===== config.mk =====
export PLATFORM = sky130hd
export DESIGN_NAME = lsd_regs
export DESIGN_NICKNAME = d
export VERILOG_FILES = /design/src/rtl/lsd_pkg.sv /design/src/rtl/lsd_regs.sv /design/src/rtl/lsd_state.sv /design/src/rtl/lsd_sync.sv
export VERILOG_INCLUDE_DIRS = /design/src /design/src/rtl
export SDC_FILE = /design/constraint.sdc
export NUM_CORES = 1
export LEC_CHECK = 0
export BUFFER_PORTS_ARGS = -buffer_cell sky130_fd_sc_hd__buf_2
export CELL_PAD_IN_SITES_DETAIL_PLACEMENT = 1
export CELL_PAD_IN_SITES_GLOBAL_PLACEMENT = 1
export CORE_ASPECT_RATIO = 0.7
export CORE_MARGIN = 3
export CORE_UTILIZATION = 38
export CTS_BUF_LIST = sky130_fd_sc_hd__clkbuf_4
export DETAILED_ROUTE_END_ITERATION = 10
export PLACE_DENSITY = 0.8
export SETUP_SLACK_MARGIN = 0.3
export SLEW_MARGIN = 10
export SYNTH_ARGS = -nofsm -noshare
export SYNTH_HDL_FRONTEND = slang
export SYNTH_SLANG_ARGS = --single-unit

===== constraint.sdc =====
create_clock -name clk -period 2.2 [get_ports clk]
set_input_delay 0.11 -clock clk [delete_from_list [all_inputs] [get_ports clk]]
set_output_delay 0.11 -clock clk [all_outputs]
set_load 0.01 [all_outputs]

===== src/rtl/lsd_defs.svh =====
// Behaviour
// - Enable bit 7 gates common-mode balance interrupt
// - Enable bits 5:0 gate power alarms Q6..Q1
// - Loopback bit 7 loops codec; resets zero
// - Detect bit 5 shows common-mode high, read-only
// - Detect bit 4 shows speedup setting
// - Detect bit 3 shows open-voltage tracking active
// - Detect bit 2 shows ground key live
// - Detect bit 1 shows ring trip live
// - Detect bit 0 shows loop closure live
// - Detect flags live; history only in pending
// - Command bits 2:0 select driven line state
// - Eight line states with fixed three-bit codes
// - Shadow bits 6:4 show real-time line state
// - Ringing command: shadow alternates ringing and ON_HOOK_TRANSMISSION
// - Pending bits at register 17, enable positions
`ifndef LSD_DEFS_SVH
`define LSD_DEFS_SVH
`define LSD_ADDR_LINE_STATE      8'h06
`define LSD_ADDR_DETECT          8'h09
`define LSD_ADDR_ALARM_PENDING   8'h11
`define LSD_ADDR_ALARM_ENABLE    8'h14
`define LSD_ADDR_LOOPBACK        8'h16
`define LSD_BIT_CMBAL            7
`define LSD_BIT_LOOPBACK         7
`define LSD_BIT_CMH              5
`define LSD_BIT_SPEED            4
`define LSD_BIT_VOCTRK           3
`define LSD_BIT_GNDKEY           2
`define LSD_BIT_RTRIP            1
`define LSD_BIT_LOOP             0
`define LSD_ALARM_MASK           8'hBF
`define LSD_RESET_LOOPBACK       8'h00
`define LSD_RESET_ENABLE         8'h00
`define LSD_RESET_CMD            3'h0
`define LSD_SYNC_STAGES          2
`endif


===== src/rtl/lsd_pkg.sv =====
package lsd_pkg;
   // Line state codes, shared by command and shadow fields
   typedef enum logic [2:0] {
      LSD_OPEN         = 3'h0,
      LSD_FWD_ACTIVE   = 3'h1,
      LSD_FWD_OHT      = 3'h2,
      LSD_TIP_OPEN     = 3'h3,
      LSD_RINGING      = 3'h4,
      LSD_REV_ACTIVE   = 3'h5,
      LSD_REV_OHT      = 3'h6,
      LSD_RING_OPEN    = 3'h7
   } lsd_line_state_type;

   // Live analog detector levels, asynchronous to clk
   typedef struct packed {
      logic       common_mode_high;
      logic       speedup;
      logic       open_voltage_tracking;
      logic       ground_key;
      logic       ring_trip;
      logic       loop_closure;
   } lsd_detect_type;

   // Register port request
   typedef struct packed {
      logic [7:0] addr;
      logic [7:0] wdata;
      logic       wr;
      logic       rd;
   } lsd_bus_req_type;
endpackage : lsd_pkg


===== src/rtl/lsd_regs.sv =====
`timescale 1ns/1ps
`include "lsd_defs.svh"
// Per-channel line detect, alarm mask, loopback and linefeed registers
module lsd_regs (
   input  wire logic                        clk,
   input  wire logic                        resetn,
   input  wire lsd_pkg::lsd_bus_req_type    bus_req,
   output logic [7:0]                       rdata,
   input  wire lsd_pkg::lsd_detect_type     detect_async,
   input  wire logic                        cm_balance_event,
   input  wire logic [5:0]                  power_alarm_event,
   input  wire logic                        ring_burst,
   input  wire logic                        auto_override,
   input  wire lsd_pkg::lsd_line_state_type auto_state,
   output lsd_pkg::lsd_line_state_type      line_state_command,
   output lsd_pkg::lsd_line_state_type      line_state_shadow,
   output logic                             codec_loopback_enable,
   output logic                             alarm_irq
);
   import lsd_pkg::*;

   lsd_detect_type      detect;
   logic [7:0]          alarm_irq_enable;
   logic [7:0]          alarm_irq_pending;
   logic [7:0]          loopback_control;
   logic [7:0]          alarm_events;
   logic [7:0]          next_pending;
   logic [7:0]          next_rdata;
   logic [7:0]          detect_byte;
   logic [7:0]          line_state_byte;
   logic                hit_line_state;
   logic                hit_detect;
   logic                hit_pending;
   logic                hit_enable;
   logic                hit_loopback;
   logic                wr_line_state;
   logic                wr_pending;
   logic                wr_enable;
   logic                wr_loopback;
   logic                next_irq;

   // Detector levels come off the analog side, so synchronise first
   lsd_sync #(
      .WIDTH ($bits(lsd_detect_type))
   ) u_sync (
      .clk      (clk),
      .resetn   (resetn),
      .async_in (detect_async),
      .sync_out (detect)
   );

   // Shadow state tracker
   lsd_state u_state (
      .clk           (clk),
      .resetn        (resetn),
      .command       (line_state_command),
      .ring_burst    (ring_burst),
      .auto_override (auto_override),
      .auto_state    (auto_state),
      .shadow        (line_state_shadow)
   );

   // Address decode
   assign hit_line_state = bus_req.addr == `LSD_ADDR_LINE_STATE;
   assign hit_detect     = bus_req.addr == `LSD_ADDR_DETECT;
   assign hit_pending    = bus_req.addr == `LSD_ADDR_ALARM_PENDING;
   assign hit_enable     = bus_req.addr == `LSD_ADDR_ALARM_ENABLE;
   assign hit_loopback   = bus_req.addr == `LSD_ADDR_LOOPBACK;
   assign wr_line_state  = bus_req.wr && hit_line_state;
   assign wr_pending     = bus_req.wr && hit_pending;
   assign wr_enable      = bus_req.wr && hit_enable;
   assign wr_loopback    = bus_req.wr && hit_loopback;

   // Detect flags are the live levels, never latched
   assign detect_byte = {2'b00,
                         detect.common_mode_high,
                         detect.speedup,
                         detect.open_voltage_tracking,
                         detect.ground_key,
                         detect.ring_trip,
                         detect.loop_closure};

   assign line_state_byte = {1'b0, line_state_shadow, 1'b0, line_state_command};

   // Events land at their enable bit positions; bit 6 stays reserved
   assign alarm_events = {cm_balance_event, 1'b0, power_alarm_event};

   // Write one clears, but a new event in the same cycle wins
   assign next_pending = ((alarm_irq_pending & ~(wr_pending ? bus_req.wdata : 8'h00))
                          | alarm_events) & `LSD_ALARM_MASK;

   // Mask gates the request only; pending history is untouched
   assign next_irq = |(next_pending & alarm_irq_enable);

   // Read mux; unmapped addresses read zero
   assign next_rdata = hit_line_state ? line_state_byte   :
                       hit_detect     ? detect_byte       :
                       hit_pending    ? alarm_irq_pending :
                       hit_enable     ? alarm_irq_enable  :
                       hit_loopback   ? loopback_control  : 8'h00;

   assign codec_loopback_enable = loopback_control[`LSD_BIT_LOOPBACK];

   // Writable registers
   always_ff @(posedge clk) begin
      if (!resetn) begin
         line_state_command <= lsd_line_state_type'(`LSD_RESET_CMD);
         alarm_irq_enable   <= `LSD_RESET_ENABLE;
         loopback_control   <= `LSD_RESET_LOOPBACK;
      end else begin
         if (wr_line_state) line_state_command <= lsd_line_state_type'(bus_req.wdata[2:0]);
         if (wr_enable)     alarm_irq_enable   <= bus_req.wdata & `LSD_ALARM_MASK;
         if (wr_loopback)   loopback_control   <= bus_req.wdata & 8'h80;
      end
   end

   // Pending bits, interrupt line and read data
   always_ff @(posedge clk) begin
      if (!resetn) begin
         alarm_irq_pending <= 8'h00;
         alarm_irq         <= 1'b0;
         rdata             <= 8'h00;
      end else begin
         alarm_irq_pending <= next_pending;
         alarm_irq         <= next_irq;
         rdata             <= bus_req.rd ? next_rdata : 8'h00;
      end
   end
endmodule : lsd_regs


===== src/rtl/lsd_state.sv =====
`timescale 1ns/1ps
`include "lsd_defs.svh"
// Real-time line state tracker; ring cadence comes from the ring generator
module lsd_state (
   input  wire logic                        clk,
   input  wire logic                        resetn,
   input  wire lsd_pkg::lsd_line_state_type command,
   input  wire logic                        ring_burst,
   input  wire logic                        auto_override,
   input  wire lsd_pkg::lsd_line_state_type auto_state,
   output lsd_pkg::lsd_line_state_type      shadow
);
   import lsd_pkg::*;

   lsd_line_state_type next_shadow;

   // Automatic operations win over the command; ringing follows bursts
   always_comb begin
      if (auto_override) begin
         next_shadow = auto_state;
      end else begin
         case (command)
            LSD_RINGING:    next_shadow = ring_burst ? LSD_RINGING : LSD_FWD_OHT;
            LSD_OPEN,
            LSD_FWD_ACTIVE,
            LSD_FWD_OHT,
            LSD_TIP_OPEN,
            LSD_REV_ACTIVE,
            LSD_REV_OHT,
            LSD_RING_OPEN:  next_shadow = command;
            default:        next_shadow = LSD_OPEN;
         endcase
      end
   end

   always_ff @(posedge clk) begin
      if (!resetn) shadow <= LSD_OPEN;
      else         shadow <= next_shadow;
   end
endmodule : lsd_state


===== src/rtl/lsd_sync.sv =====
`timescale 1ns/1ps
// Two-stage synchroniser, one per bit; first stage read only by second
module lsd_sync #(
   parameter int WIDTH = 1
) (
   input  wire logic             clk,
   input  wire logic             resetn,
   input  wire logic [WIDTH-1:0] async_in,
   output logic      [WIDTH-1:0] sync_out
);
   logic [WIDTH-1:0] stage1;

   genvar i;
   generate
      for (i = 0; i < WIDTH; i++) begin : g_bit
         always_ff @(posedge clk) begin
            if (!resetn) begin
               stage1[i]   <= 1'b0;
               sync_out[i] <= 1'b0;
            end else begin
               stage1[i]   <= async_in[i];
               sync_out[i] <= stage1[i];
            end
         end
      end
   endgenerate
endmodule : lsd_sync


After elaboration in Yosys (flattened, before gate mapping) --
Index checks and enable logic that the tools add are counted.
Operators by class: equal/unequal tests 12, multiplexer cells 9, bitwise operators 6, reductions and logical operators 10
Operators by type and width (number):
- two-way mux 8 bit | 4
- == test 8 x 5 -> 1 bit, second input constant | 3
- AND 8 bit | 2
- two-way mux 7 bit | 2
- == test 3 bit, second input constant | 4
- == test 8 x 3 -> 1 bit, second input constant | 1
- == test 8 x 4 -> 1 bit, second input constant | 1
- NOT 8 bit | 1
- bitwise OR 8 bit | 1
- OR reduction 8 bit | 1
- OR reduction 7 bit | 1
- == test 3 x 2 -> 1 bit, second input constant | 2
- two-way mux 3 bit | 2
- one-hot mux 3 bit (2 select lines) | 1
- logical AND 1 bit | 4
- OR reduction 4 bit | 1
- == test 3 x 1 -> 1 bit, second input constant | 1
- zero test 3 bit | 1
- OR reduction 3 bit | 1
- NOT 1 bit | 2
- AND reduction 2 bit | 1
Storage, ports and cells: bits in registers 43, bits of input ports 38, output and inout bits 16, word-level logic and storage cells 59

Longest topological paths before layout --
depth after elaboration 8, gate-level depth with buffers 6, mapped depth without buffers 5

By module --
Synthesis repeated with hierarchy kept, for this count alone.
Second synthesis, totals: cell total of the unflattened synthesis 199, area, all modules 1841.8 um^2
Modules (own cells, without submodules):
- lsd_regs | instances 1, cells each 163, area an instance 1380.1 um^2, seq. area each 540.5 um^2
- lsd_sync | instances 1, cells each 25, area an instance 336.6 um^2, seq. area each 240.2 um^2
- lsd_state | instances 1, cells each 11, area an instance 125.1 um^2, seq. area each 60.1 um^2

Worst setup path after synthesis --
OpenSTA, ideal clock, no wires.
path kind input port to flip-flop, start in bus_req[15] (netlist bit), end reg alarm_irq, setup time 0.135 ns, data arrival time 1.527 ns, required time 2.065 ns, path slack 0.538 ns, cell stages on the path 6, path buffers 1, cell sequence or4b_4 and4bb_4 buf_6 a31oi_1 nor4_2 a41oi_1
On the way: cells in the longest elaborated chain, start to end 8
Ends and longest elaborated chain:
- start, declared | line lsd_regs.sv:7 | input wire lsd_pkg::lsd_bus_req_type bus_req,
- == test 8 x 5 -> 1 bit (no line)
- logical AND 1 bit | line lsd_regs.sv:70 | assign wr_pending = bus_req.wr && hit_pending;
- two-way mux 8 bit | line lsd_regs.sv:89 | assign next_pending = ((alarm_irq_pending & ~(wr_pending ? bus_req.wdata : 8'h00))
- NOT 8 bit | line lsd_regs.sv:89
- AND 8 bit | line lsd_regs.sv:89
- bitwise OR 8 bit | line lsd_regs.sv:90 | | alarm_events) & `LSD_ALARM_MASK;
- AND 8 bit | line lsd_regs.sv:93 | assign next_irq = |(next_pending & alarm_irq_enable);
- OR reduction 8 bit | line lsd_regs.sv:93
- end signal, assigned | line lsd_regs.sv:125 | alarm_irq <= next_irq;
- end, declared | line lsd_regs.sv:18 | output logic alarm_irq
No other way between the ends. A chain may end at the register's enable or synchronous reset.

Final worst setup path --
Ends and elaborated chain as after synthesis.

==> impl_metrics.toml <==
[logic_synthesis]
synth_top_cell_area_share_pct = 52.4
post-synth-top-count-cell = "dfxtp_1"
synth-simple-area-share_pct = 23.9
synth_edf_count = 0
synth_top_family_by_area = "simple AND/OR/NAND/NOR gates"
syn_inst = 171
synth_area_per_cell_um2 = 9.38
yosys-top-cells-area = "dfxtp_1 52%, and2_1 5.1%, nand2_1 4.2%"
netlist-cell-type-count = 31
ys_seq_area_share_pct = 52.4
synth_compound_area_share_pct = 16.8
syn-cell-area_mm2 = 0.00160
yosys.area.top_type = "dfxtp_1"
muxShareOfSynthArea_pct = 3.82
ys_top_cells_by_count = "42 x dfxtp_1, 18 x nand2_1, 13 x and2_1, 13 x nor2_1, 12 x o21ai_0"
synth-xor-area-share_pct = 0
synth_fp_nets = 209
synth_flop_cell = "dfxtp_1"
synthArstFlopShare_pct = 0
yosys_register_bits = 42
synthAdderAreaFrac_pct = 0
ys_warn_count = 0

[worst_setup_path]
critical_path.reg2reg.endpoint = "u_state.shadow[2]$_SDFF_PN0_"
crit_path_start = "bus_req[15]"
cp_max_fo = 11
slowest_stage = "or4b_4"
worst-setup-path-type = "input port to flop"
critPathMaxStageDelay_ns = 0.56
worstSetupStartpointType = "input port"
reg2reg_depth = 4
critPathCaptureType = "flop"
crit_required_ns = 2.43
crit_chain = "buf_2 -> or4b_4 -> and4bb_4 -> a31oi_1 -> nor4_2 -> a41oi_1"
worstSetupEndpoint = "alarm_irq$_SDFF_PN0_"
arrival_ns = 1.83
r2r_setup_slack_ns = 0.95
crit-reg2reg-launch = "line_state_command[1]$_SDFFE_PN0P_"

[cts]
clock_latency_ns = 0.35
cts.sinks = 42
cts_buffer_depth = 2
post_cts_buffers = 0
numCtsBuffers = 5
cts_tree = "yes"
cts.clk_slew.worst_paths_ns = 0.12
htree_levels = 2
cts-root-buf = "clkbuf_4"

[floorplan]
start_util_pct = 40.2
die_h_um = 60.4
die_w_um = 83.7
core-area_mm2 = 0.00399
ios = 54
die-area_mm2 = 0.00505
num_rows = 19

[sta]
relSlewSlack_pct = 62.3
final.setup.tns_ns = 0
fmax_mhz = 623
fin_crit_sh_pct = 72.9
rsz0062_at_grt = "false"
worst_slew_pin_slew_ns = 0.562
setup_viol = 0
skew_ns = 0.00471
fin_ws_ns = 0.596
hold_viol = 0
slew_viol_final = 0
finalCriticalPeriod_ns = 1.60

[placement]
gp_congestion = 0.735
dpl-instance-area_mm2 = 0.00192
place_worst_setup_slack_ns = 0.215
io_buffers = 52
dp_hpwl_um = 3340

[finish]
area_growth_pct = 30.6
drive_gt1_share_pct = 27.9
diodes = 0
fin_area_mm2 = 0.00209
nets = 277
fin_util_pct = 52.4

[status]
status = "complete, no violations"

[global_routing]
grt_pass1_wl_um = 7460
grt_start_max_net_pins = 20
grt_pass1_vias = 1563
grt_overflow_total = 0
antenna_found_initial = 0
grtUsageTotal_pct = 19.3

[detailed_routing]
drt.antenna.violating_nets = 0
drc_errors = 0
drt_pass1_iterations = 5
routed_wl_um = 4570
detail_route.vias_per_cell = 5.32
drtIter0Drc = 86
dr_total_vias = 1552
avgRoutedWirePerCell_um = 15.6

[power_and_ir_drop]
p_leak_uw = 0.000895
power_density_mw_per_mm2 = 608
vdd_drop_max_mv = 0.427

[flow_run]
drv_cap = 0

[min_path]
hold_class = "input port to flop"
holdPathStages = 3
==> layout make-up <==
cell class                 count  area (um2)
tap                           52        65.1
multi-input combinational    118         713
fill                         492        1900
clock buffer                   5        37.5
clock inverter                 3        16.3
inverter                       5        18.8
sequential                    42         841
timing repair buffer          67         403
==> where the power goes <==
group	switching, uW	internal (uW)	total [uW]
logic	55.6	58.6	114
clock network	249	119	368
registers	9.93	783	792
total	314	960	1270
==> kinds of logic after synthesis <==
kind of cell           after synthesis
DFF                                 42
AOI/OAI and AO/OA                   42
buffers and inverters               11
muxes                                6
and+or+nand+nor                     70
==> per-layer routing <==
metal	global-route usage (%)	part of all wire, %	up-vias
met3	5.70	7.6	9
met2	31.8	45	52
li1	-	-	749
met4	7.57	1.4	0
met5	0	0	-
met1	24.4	46	742
==> layout by cell type, fill, tap and decap left out, drive strengths merged, types with 5 or more instances in the layout <==
master       instances
and2                13
nor2                13
a222oi               6
nand3               10
dfxtp               42
buf                 55
mux2i                5
dlygate4sd3         12
a21oi               11
o21ai               12
clkbuf               5
nand2               18
==> what timing repair did <==
| item | CTS | global route |
|---|---|---|
| resized for setup | 0 | 0 |
| endpoints found under the hold margin | 12 | 0 |
| hold buffers | 12 | 0 |
==> worst min path at each step <==
stage | slack, ns | to | start
2_1_floorplan | 0.23 | alarm_irq_pending[0]$_SDFF_PN0_ | power_alarm_event[0]
6_report | 0.008 | u_state.shadow[1]$_SDFF_PN0_ | auto_state[1]
3_5_place_dp | 0.32 | u_sync.stage1[0]$_SDFF_PN0_ | detect_async[0]
4_1_cts | 0.004 | alarm_irq_pending[7]$_SDFF_PN0_ | cm_balance_event
3_3_place_gp | 0.31 | u_sync.stage1[3]$_SDFF_PN0_ | detect_async[3]
5_1_grt | 0.005 | alarm_irq_enable[2]$_SDFFE_PN0P_ | bus_req[4]
==> sequential cells by signal (all words and copies together), names as in the netlist <==
signal / flops
u_state.shadow: 3
line_state_command: 3
alarm_irq: 1
alarm_irq_enable: 7
alarm_irq_pending: 7
rdata: 8
u_sync.sync_out: 6
loopback_control: 1
u_sync.stage1: 6
==> worst max-delay path, delay by kind of cell <==
kind	cells	cell delay, ns
compound gates	2	0.29
buf+inv	1	0.10
simple gates	3	1.33
==> stage by stage <==
step / total power, uW / instances / hold slack [ns]
3_3_place_gp: 904 / 272 / 0.315
5_1_grt: 1350 / 292 / 0.00512
6_report: 1270 / 292 / 0.00840
2_1_floorplan: 846 / 171 / 0.227
3_5_place_dp: 908 / 272 / 0.320
4_1_cts: 1290 / 292 / 0.00429
Power figures use the tool's default switching activity.
